### config.mk
export PLATFORM = sky130hd
export DESIGN_NAME = adc_conversion_sequencer
export DESIGN_NICKNAME = d
export VERILOG_FILES = /design/src/adc_seq_pkg.sv /design/src/osc_tick.sv /design/src/result_clamp.sv /design/src/adc_conversion_sequencer.sv
export VERILOG_INCLUDE_DIRS = /design/src /design/src/src
export SDC_FILE = /design/constraint.sdc
export NUM_CORES = 1
export LEC_CHECK = 0
export ABC_CLOCK_PERIOD_IN_PS = 8200
export BUFFER_PORTS_ARGS = -buffer_cell sky130_fd_sc_hd__buf_2
export CAP_MARGIN = 20
export CELL_PAD_IN_SITES_DETAIL_PLACEMENT = 0
export CELL_PAD_IN_SITES_GLOBAL_PLACEMENT = 1
export CORE_MARGIN = 2
export CORE_UTILIZATION = 49
export CTS_CLUSTER_DIAMETER = 80
export DETAILED_ROUTE_END_ITERATION = 8
export PLACE_DENSITY_LB_ADDON = 0.12
export SLEW_MARGIN = 30
export SYNTH_ARGS = -nofsm -noshare
export SYNTH_HDL_FRONTEND = slang
export SYNTH_HIERARCHICAL = 1
export SYNTH_SLANG_ARGS = --single-unit
### constraint.sdc
create_clock -name clk_sys -period 8.2 [get_ports clk_sys]
set_input_delay 0.41 -clock clk_sys [delete_from_list [all_inputs] [get_ports clk_sys]]
set_output_delay 0.41 -clock clk_sys [all_outputs]
set_load 0.02 [all_outputs]
### src/adc_seq_regs.svh
// register offsets, field positions, reset values and timing counts
// assumes a 40 MHz system clock and a 512 kHz conversion oscillator
`ifndef ADC_SEQ_REGS_SVH
`define ADC_SEQ_REGS_SVH
`define CFG_ADDR 4'h0
`define RES_ADDR 4'h4
`define STAT_ADDR 4'h8
`define LSB_ADDR 4'hc
`define CFG_START_BIT 15
`define CFG_SEL_MSB 14
`define CFG_SEL_LSB 12
`define CFG_FSS_MSB 11
`define CFG_FSS_LSB 9
`define CFG_MODE_BIT 8
`define CFG_RATE_MSB 7
`define CFG_RATE_LSB 5
`define CFG_REF_BIT 1
`define SEL_RST 3'h0
`define FSS_RST 3'h2
`define RATE_RST 3'h4
`define MODE_RST 1'b1
`define REF_RST 1'b0
`define RES_RST 16'h0000
`define CLK_KHZ 40000
`define OSC_KHZ 512
`define CLK_PERIOD_NS 25
`define PWRUP_NS 25000
`define PWRUP_CYCLES ((`PWRUP_NS + `CLK_PERIOD_NS - 1) / `CLK_PERIOD_NS)
`define READY_LEAD_NS 8000
`define READY_LEAD_TICKS ((`READY_LEAD_NS * `OSC_KHZ) / 1000000)
`define PER_6P25 17'd81920
`define PER_12P5 17'd40960
`define PER_25 17'd20480
`define PER_50 17'd10240
`define PER_100 17'd5120
`define PER_250 17'd2048
`define PER_500 17'd1024
`define PER_1000 17'd512
`define POS_CLAMP 16'h7fff
`define NEG_CLAMP 16'h8000
`endif

### src/adc_seq_pkg.sv
// types shared by the conversion sequencer files
package adc_seq_pkg;
  typedef enum logic [2:0] {
    ST_DOWN = 3'b001,
    ST_WAKE = 3'b010,
    ST_CONV = 3'b100
  } seq_state_t;
  typedef logic [2:0] field3_t;
  typedef logic [15:0] code_t;
endpackage

### src/osc_tick.sv
// fractional divider: one-cycle tick at the oscillator rate
// assumes step is below modulus so at most one tick per clock
`timescale 1ns/1ps
module osc_tick #(
  parameter int STEP = 512,
  parameter int MODULUS = 40000,
  parameter int AW = 17
)(
  input wire logic clk_sys,
  input wire logic rstn,
  output logic tick
);
  logic [AW-1:0] acc_r;
  logic [AW-1:0] sum;

  initial
  begin
    if (STEP < 1 || STEP >= MODULUS || MODULUS >= (1 << (AW - 1)))
      $error("osc_tick: step or modulus out of range");
  end

  assign sum = acc_r + AW'(STEP);

  always_ff @(posedge clk_sys or negedge rstn)
  begin
    if (!rstn)
    begin
      acc_r <= '0;
      tick <= 1'b0;
    end
    else if (sum >= AW'(MODULUS))
    begin
      acc_r <= sum - AW'(MODULUS);
      tick <= 1'b1;
    end
    else
    begin
      acc_r <= sum;
      tick <= 1'b0;
    end
  end
endmodule

### src/result_clamp.sv
// saturates the filter output to a 16-bit two's complement code
// assumes the filter word is already scaled so that 2^15 is full scale
`timescale 1ns/1ps
module result_clamp
  import adc_seq_pkg::*;
#(
  parameter int IW = 20
)(
  input wire logic signed [IW-1:0] raw,
  input wire logic single_ended,
  output code_t code
);
  `include "adc_seq_regs.svh"
  localparam logic signed [IW-1:0] MAXV = IW'(32767);
  localparam logic signed [IW-1:0] MINV = -IW'(32768);

  initial
  begin
    if (IW < 16)
      $error("result_clamp: filter word narrower than result");
  end

  always_comb
  begin
    if (single_ended && raw < 0)
      code = 16'h0000;
    else if (raw >= MAXV)
      code = `POS_CLAMP;
    else if (raw <= MINV)
      code = `NEG_CLAMP;
    else
      code = raw[15:0];
  end
endmodule

### src/adc_conversion_sequencer.sv
// conversion sequencer of a 16-bit delta-sigma converter
// assumes the filter word is valid on clk_sys at the end of a conversion
// and that software reaches the registers over the plain port below
//
// How it works
// - single-shot: one conversion, store, power down
// - continuous: restart right after each completion
// - input_select picks one of eight input pairs
// - single-ended: negative leg grounded, no negatives
// - full_scale_select picks one of seven ranges
// - step weight is span over 2^16
// - timing from internal 512 kHz oscillator
// - rate_select picks one of eight rates
// - conversion lasts one output period
// - reset loads defaults, powered down, idle
// - mode 1 means single-shot, powered down
// - writes still act while powered down
// - start_single: wake 25 us, clear, convert
// - start_single ignored while converting
// - mode 0 enters continuous conversion
// - new settings wait for next conversion
// - mode 1 or reset leaves continuous
// - result register holds latest result
// - analog_in_3 may serve as reference
// - serial_out_ready goes low on new result
// - results clamp to 7fff and 8000
`timescale 1ns/1ps
`include "adc_seq_regs.svh"
module adc_conversion_sequencer
  import adc_seq_pkg::*;
#(
  parameter int FILT_W = 20,
  parameter int OSC_STEP_KHZ = `OSC_KHZ,
  parameter int CLK_RATE_KHZ = `CLK_KHZ,
  parameter int WAKE_CYCLES = `PWRUP_CYCLES
)(
  input wire logic clk_sys,
  input wire logic rstn,
  input wire logic [3:0] reg_addr,
  input wire logic [15:0] reg_wdata,
  input wire logic reg_wr,
  input wire logic reg_rd,
  output logic [31:0] reg_rdata,
  input wire logic signed [FILT_W-1:0] filter_data,
  output logic [1:0] mux_pos,
  output logic [1:0] mux_neg,
  output logic mux_neg_gnd,
  output logic [2:0] full_scale_select,
  output logic ref_ext_sel,
  output logic modulator_on,
  output logic filter_restart,
  output logic serial_out_ready,
  output logic conv_busy
);

  initial
  begin
    if (WAKE_CYCLES < 1 || WAKE_CYCLES > 65535)
      $error("adc_conversion_sequencer: wake count out of range");
  end

  // software-visible configuration, may change at any time
  logic start_req_r;
  field3_t input_select_r;
  field3_t fss_r;
  logic mode_r;
  field3_t rate_select_r;
  logic ref_r;

  // settings in force for the running conversion
  field3_t act_sel_r;
  field3_t act_fss_r;
  field3_t act_rate_r;
  logic act_ref_r;

  seq_state_t state_r;
  seq_state_t state_nxt;
  logic [15:0] wake_cnt_r;
  logic [16:0] tick_cnt_r;
  logic [16:0] period;
  logic osc_tick_s;
  logic conv_done;
  logic begin_conv;
  logic single_ended;
  code_t clamped;
  code_t result_r;
  logic data_new_r;
  logic lead_drop;
  logic cfg_wr;
  logic res_rd;
  logic [31:0] rdata_nxt;

  assign cfg_wr = reg_wr && (reg_addr == `CFG_ADDR);
  assign res_rd = reg_rd && (reg_addr == `RES_ADDR);

  osc_tick #(
    .STEP(OSC_STEP_KHZ),
    .MODULUS(CLK_RATE_KHZ),
    .AW(17)
  ) u_osc (
    .clk_sys(clk_sys),
    .rstn(rstn),
    .tick(osc_tick_s)
  );

  // oscillator cycles per conversion for each rate code
  function automatic logic [16:0] rate_period(input field3_t r);
    logic [16:0] p;
    p = `PER_1000;
    unique case (r)
      3'h0: p = `PER_6P25;
      3'h1: p = `PER_12P5;
      3'h2: p = `PER_25;
      3'h3: p = `PER_50;
      3'h4: p = `PER_100;
      3'h5: p = `PER_250;
      3'h6: p = `PER_500;
      3'h7: p = `PER_1000;
    endcase
    return p;
  endfunction

  // step weight in picovolts: span over 2^16
  function automatic logic [31:0] lsb_weight_pv(input field3_t f);
    logic [31:0] w;
    w = 32'h0;
    unique case (f)
      3'h0: w = 32'd187500000;
      3'h1: w = 32'd125000000;
      3'h2: w = 32'd62500000;
      3'h3: w = 32'd31250000;
      3'h4: w = 32'd15625000;
      3'h5: w = 32'd7812500;
      3'h6: w = 32'd1953125;
      3'h7: w = 32'd1953125;
    endcase
    return w;
  endfunction

  assign period = rate_period(act_rate_r);

  // configuration register; a write acts even while powered down
  always_ff @(posedge clk_sys or negedge rstn)
  begin
    if (!rstn)
    begin
      input_select_r <= `SEL_RST;
      fss_r <= `FSS_RST;
      mode_r <= `MODE_RST;
      rate_select_r <= `RATE_RST;
      ref_r <= `REF_RST;
    end
    else if (cfg_wr)
    begin
      input_select_r <= reg_wdata[`CFG_SEL_MSB:`CFG_SEL_LSB];
      fss_r <= reg_wdata[`CFG_FSS_MSB:`CFG_FSS_LSB];
      mode_r <= reg_wdata[`CFG_MODE_BIT];
      rate_select_r <= reg_wdata[`CFG_RATE_MSB:`CFG_RATE_LSB];
      ref_r <= reg_wdata[`CFG_REF_BIT];
    end
  end

  // start request: taken only when single-shot and idle
  always_ff @(posedge clk_sys or negedge rstn)
  begin
    if (!rstn)
      start_req_r <= 1'b0;
    else if (state_r == ST_WAKE && wake_cnt_r == 16'h0)
      start_req_r <= 1'b0;
    else if (cfg_wr && reg_wdata[`CFG_START_BIT] &&
             reg_wdata[`CFG_MODE_BIT] && state_r == ST_DOWN)
      start_req_r <= 1'b1;
    else if (cfg_wr && !reg_wdata[`CFG_MODE_BIT])
      start_req_r <= 1'b0;
  end

  assign conv_done = (state_r == ST_CONV) && osc_tick_s &&
                     (tick_cnt_r == period - 17'd1);
  assign begin_conv = (state_r == ST_WAKE && wake_cnt_r == 16'h0) ||
                      (conv_done && !mode_r);

  always_comb
  begin
    state_nxt = state_r;
    unique case (state_r)
      ST_DOWN:
      begin
        if (start_req_r || !mode_r)
          state_nxt = ST_WAKE;
      end
      ST_WAKE:
      begin
        if (wake_cnt_r == 16'h0)
          state_nxt = ST_CONV;
      end
      ST_CONV:
      begin
        if (conv_done && mode_r)
          state_nxt = ST_DOWN;
      end
      default: state_nxt = ST_DOWN;
    endcase
  end

  always_ff @(posedge clk_sys or negedge rstn)
  begin
    if (!rstn)
      state_r <= ST_DOWN;
    else
      state_r <= state_nxt;
  end

  // power-up wait before the first conversion after idle
  always_ff @(posedge clk_sys or negedge rstn)
  begin
    if (!rstn)
      wake_cnt_r <= 16'h0;
    else if (state_r == ST_DOWN)
      wake_cnt_r <= 16'(WAKE_CYCLES - 1);
    else if (state_r == ST_WAKE && wake_cnt_r != 16'h0)
      wake_cnt_r <= wake_cnt_r - 16'h1;
  end

  // oscillator-cycle count within the running conversion
  always_ff @(posedge clk_sys or negedge rstn)
  begin
    if (!rstn)
      tick_cnt_r <= 17'h0;
    else if (begin_conv || state_r != ST_CONV)
      tick_cnt_r <= 17'h0;
    else if (osc_tick_s)
      tick_cnt_r <= tick_cnt_r + 17'h1;
  end

  // settings are adopted only at a conversion boundary
  always_ff @(posedge clk_sys or negedge rstn)
  begin
    if (!rstn)
    begin
      act_sel_r <= `SEL_RST;
      act_fss_r <= `FSS_RST;
      act_rate_r <= `RATE_RST;
      act_ref_r <= `REF_RST;
    end
    else if (begin_conv)
    begin
      act_sel_r <= input_select_r;
      act_fss_r <= fss_r;
      act_rate_r <= rate_select_r;
      act_ref_r <= ref_r;
    end
  end

  // analog steering: codes 4..7 measure against ground
  assign single_ended = act_sel_r[2];

  always_ff @(posedge clk_sys or negedge rstn)
  begin
    if (!rstn)
    begin
      mux_pos <= 2'h0;
      mux_neg <= 2'h1;
      mux_neg_gnd <= 1'b0;
    end
    else
    begin
      mux_neg_gnd <= single_ended;
      // pairs 0-1, 0-3, 1-3, 2-3; codes 4..7 take their input against ground
      if (single_ended)
      begin
        mux_pos <= act_sel_r[1:0];
        mux_neg <= 2'h0;
      end
      else if (act_sel_r[1:0] == 2'h0)
      begin
        mux_pos <= 2'h0;
        mux_neg <= 2'h1;
      end
      else
      begin
        mux_pos <= act_sel_r[1:0] - 2'h1;
        mux_neg <= 2'h3;
      end
    end
  end

  always_ff @(posedge clk_sys or negedge rstn)
  begin
    if (!rstn)
    begin
      full_scale_select <= `FSS_RST;
      ref_ext_sel <= `REF_RST;
      modulator_on <= 1'b0;
      filter_restart <= 1'b0;
      conv_busy <= 1'b0;
    end
    else
    begin
      full_scale_select <= act_fss_r;
      ref_ext_sel <= act_ref_r;
      modulator_on <= (state_nxt != ST_DOWN);
      filter_restart <= begin_conv;
      conv_busy <= (state_nxt == ST_CONV);
    end
  end

  result_clamp #(
    .IW(FILT_W)
  ) u_clamp (
    .raw(filter_data),
    .single_ended(single_ended),
    .code(clamped)
  );

  // result holds the last completed conversion until replaced
  always_ff @(posedge clk_sys or negedge rstn)
  begin
    if (!rstn)
      result_r <= `RES_RST;
    else if (conv_done)
      result_r <= clamped;
  end

  // ready flag: a completion beats a read in the same cycle;
  // in continuous mode, unread data is withdrawn shortly before the next completion
  assign lead_drop = (state_r == ST_CONV) && !mode_r &&
                     (tick_cnt_r >= period - 17'(`READY_LEAD_TICKS));

  always_ff @(posedge clk_sys or negedge rstn)
  begin
    if (!rstn)
      data_new_r <= 1'b0;
    else if (conv_done)
      data_new_r <= 1'b1;
    else if (res_rd || lead_drop)
      data_new_r <= 1'b0;
  end

  always_ff @(posedge clk_sys or negedge rstn)
  begin
    if (!rstn)
      serial_out_ready <= 1'b1;
    else
      serial_out_ready <= !(conv_done || (data_new_r && !res_rd && !lead_drop));
  end

  // register read, data one cycle after the strobe
  always_comb
  begin
    rdata_nxt = 32'h0;
    unique case (reg_addr)
      `CFG_ADDR:
      begin
        rdata_nxt[`CFG_START_BIT] = start_req_r;
        rdata_nxt[`CFG_SEL_MSB:`CFG_SEL_LSB] = input_select_r;
        rdata_nxt[`CFG_FSS_MSB:`CFG_FSS_LSB] = fss_r;
        rdata_nxt[`CFG_MODE_BIT] = mode_r;
        rdata_nxt[`CFG_RATE_MSB:`CFG_RATE_LSB] = rate_select_r;
        rdata_nxt[`CFG_REF_BIT] = ref_r;
      end
      `RES_ADDR: rdata_nxt = {16'h0, result_r};
      `STAT_ADDR: rdata_nxt = {28'h0, !mode_r, data_new_r,
                               state_r == ST_CONV, state_r != ST_DOWN};
      `LSB_ADDR: rdata_nxt = lsb_weight_pv(act_fss_r);
      default: rdata_nxt = 32'h0;
    endcase
  end

  always_ff @(posedge clk_sys or negedge rstn)
  begin
    if (!rstn)
      reg_rdata <= 32'h0;
    else
      reg_rdata <= reg_rd ? rdata_nxt : 32'h0;
  end
endmodule

==> impl_metrics.py <==
metrics = {
    "run_status": {
        "status": "complete, no violations",
    },
    "place": {
        "dp_hpwl_um": 10700,
        "numPortBuffers": 80,
        "gp_congestion": 0.820,
    },
    "flow_run": {
        "maxCapViolations": 0,
    },
    "synth": {
        "ys.flop_type": "dfrtp_1",
        "synth.cell_area_um2": 6710,
        "synthCells": 660,
        "synth.area.mux_share": 0.0774,
        "avgSynthCellArea_um2": 10.2,
        "synth_xor_area_frac": 0.0431,
        "synth-seq-cells": 128,
        "synth_edf_count": 0,
        "async_flop_share": 1.00,
        "synth-simple-area-share": 0.206,
        "ys.warnings.count": 6,
        "synth_top_family_by_area": "simple AND/OR/NAND/NOR gates",
        "synthAdderAreaFrac": 0.0447,
        "seq_area_frac_synth": 0.479,
        "synth_cell_types": 73,
        "synth_compound_area_frac": 0.113,
    },
    "sta": {
        "drv_slew": 0,
        "rsz0062_at_grt": "false",
        "hold-worst-slack_ps": 11.2,
        "setup_tns_ps": 0,
        "worstMarginPinSlew_ps": 831,
        "setup_viol": 0,
        "clock.fmax_ghz": 0.289,
        "min_period_over_period": 0.423,
        "finalClockSkew_ps": 6.62,
        "max-slew-margin-rel": 0.445,
        "hold_viol": 0,
        "period_needed_ps": 3470,
    },
    "floorplanning": {
        "io_pins": 89,
        "rows": 42,
        "die_area_um2": 14600,
        "die_h_um": 121,
        "start_util": 0.505,
        "die_x_um": 121,
        "core_um2": 13300,
    },
    "global_routing": {
        "grt_pass1_vias": 5056,
        "grt_max_degree": 76,
        "antenna_found_initial": 0,
        "grt_pass1_wl_um": 25500,
        "globalRoute.totalOverflow": 0,
        "track_usage": 0.224,
    },
    "detailed_routing": {
        "dr.pass1.iters": 5,
        "wl_um": 15100,
        "ant_nets": 0,
        "detail_route.wl_per_cell_um": 16.4,
        "vias_per_cell": 5.52,
        "vias": 5096,
        "drt_iter0_markers": 340,
        "drcViolationCount": 0,
    },
    "power": {
        "ir_drop_v": 0.000139,
        "p_per_area_nw_per_um2": 207,
        "power.leakage_nw": 3.52,
    },
    "worst_setup_path": {
        "critPathRequiredTime_ps": 8500,
        "r2r_slack_ps": 4730,
        "r2r_end": "result_r[2]$_DFFE_PN0N_",
        "cp_max_fo": 18,
        "startpoint_type": "register",
        "cp.arrival_ps": 3770,
        "crit_type": "reg2reg",
        "worst-r2r-cell-count": 11,
        "worstSetupEndpointType": "register",
        "crit-reg2reg-launch": "act_rate_r[2]$_DFFE_PN1P_",
    },
    "final_layout": {
        "fillCellCount": 1175,
        "mostFrequentLayoutCells": "dfrtp_1 (119), buf_2 (79), nor2_1 (60), nand2_1 (51), mux2_2 (39)",
        "area_delta_synth_final_pct": 17.2,
        "multiInputGateArea_um2": 3280,
        "drive_above_1_share": 0.245,
        "diodes": 0,
        "regArea_um2": 3210,
        "layout_commonest_cell": "dfrtp_1",
        "final_nets": 803,
    },
    "clock_network": {
        "post_cts_resized": 0,
        "insertion_delay_ps": 420,
        "cts_hold_buf": 0,
        "clock_path_buffers": 2,
        "post-cts-setup-buffers": 0,
        "cts_tree": "built",
        "cts_root_buf": "clkbuf_16",
        "clk_pin_slew_ps": 60,
        "numCtsBuffers": 17,
        "htree_levels": 4,
        "cts.sinks": 128,
    },
    "min_path": {
        "hp-class": "in2async",
    },
}
## power breakdown
group / leakage (nW) / switching, W / internal, W
registers: 1.68 / 0.0000319 / 0.000665
logic: 1.55 / 0.0000898 / 0.0000597
clock network: 0.286 / 0.000293 / 0.000490
total: 3.52 / 0.000414 / 0.00121
## how the worst max path moves through the flow
stage	startpoint	endpoint	cells after the start
2_1_floorplan	act_rate_r[2]$_DFFE_PN1P_	result_r[10]$_DFFE_PN0N_	14
3_3_place_gp	act_rate_r[2]$_DFFE_PN1P_	result_r[14]$_DFFE_PN0N_	11
3_5_place_dp	act_rate_r[2]$_DFFE_PN1P_	result_r[3]$_DFFE_PN0N_	11
4_1_cts	act_rate_r[2]$_DFFE_PN1P_	result_r[2]$_DFFE_PN0N_	11
5_1_grt	act_rate_r[2]$_DFFE_PN1P_	result_r[15]$_DFFE_PN0N_	11
6_report	act_rate_r[2]$_DFFE_PN1P_	result_r[2]$_DFFE_PN0N_	11
## state kept, by name, indices dropped and copies added, names as in the netlist, 3 cells and up
name and cells:
reg_rdata 28, state_r 3, u_osc/acc_r 11, act_fss_r 3
input_select_r 3, tick_cnt_r 17, full_scale_select 3, fss_r 3
act_sel_r 3, act_rate_r 3, rate_select_r 3, result_r 16
wake_cnt_r 16
## Yosys cell counts, types with 3 or more instances
master / instances / share of area
a211oi_1: 6 / 0.0067
a21boi_0: 3 / 0.0034
a21o_1: 4 / 0.0045
a21oi_1: 33 / 0.025
a22oi_1: 7 / 0.0078
a31oi_1: 6 / 0.0056
and2_1: 5 / 0.0047
and3_1: 9 / 0.0084
buf_4: 5 / 0.0056
clkbuf_1: 19 / 0.011
dfrtp_1: 119 / 0.44
dfstp_2: 9 / 0.035
ha_1: 24 / 0.045
inv_1: 26 / 0.015
mux2_2: 39 / 0.065
mux2i_1: 8 / 0.012
nand2_1: 51 / 0.029
nand2b_1: 12 / 0.011
nand3_1: 9 / 0.0067
nand4_1: 8 / 0.0075
nor2_1: 60 / 0.034
nor2b_1: 19 / 0.018
nor3_1: 25 / 0.019
nor3b_1: 6 / 0.0067
nor4_1: 9 / 0.0084
nor4b_1: 3 / 0.0039
o211ai_1: 3 / 0.0034
o21a_1: 4 / 0.0045
o21ai_0: 21 / 0.016
o31ai_1: 6 / 0.0067
or3_1: 13 / 0.012
or4_1: 6 / 0.0067
xnor2_1: 23 / 0.030
xor2_1: 10 / 0.013
## per-stage QoR
step | util | area [um^2] | worst slack [ps] | std cells | power [W]
after CTS | 0.591 | 7860 | 4750 | 924 | 0.00165
final | 0.591 | 7860 | 4730 | 924 | 0.00163
after floorplan | - | 6720 | 5010 | 663 | 0.000791
after global routing | 0.591 | 7860 | 4380 | 924 | 0.00170
after detailed placement | 0.545 | 7240 | 4780 | 892 | 0.000856
after global placement | 0.543 | 7230 | 4860 | 892 | 0.000849
## area by class of cell
| class | count | share of cell area |
|---|---|---|
| repair buffers | 83 | 0.0546 |
| clock inverters | 14 | 0.0229 |
| inverters | 26 | 0.0124 |
| well taps | 176 | 0.0280 |
| flip-flops and latches | 128 | 0.409 |
| multi-input cells | 479 | 0.418 |
| clock buffers | 18 | 0.0558 |
## cell families after synthesis
group | count (synthesis)
AND/OR/NAND/NOR | 257
other | 1
buffers and inverters | 56
AO/OA/AOI/OAI | 114
XOR/XNOR | 33
multiplexers | 47
flip-flops | 128
adder cells (fa/ha/maj) | 24
## routing by layer
layer	track usage	part of all wire	vias up
met5	0	0	-
met1	0.311	0.48	2484
met2	0.340	0.47	107
met4	0.0778	0.015	0
met3	0.0578	0.042	17
li1	-	-	2488
## critical path, cell delays in order, from the launching register on
cell	delay (ps)
dfstp_2	630
and3_1	220
inv_1	50
ha_1	240
nor2b_1	150
nor3b_1	210
a21oi_1	70
ha_1	290
nand4_1	150
nor2_1	190
and3_1	720
mux2_2	410
Note: power is estimated with default switching activity, not from simulation.
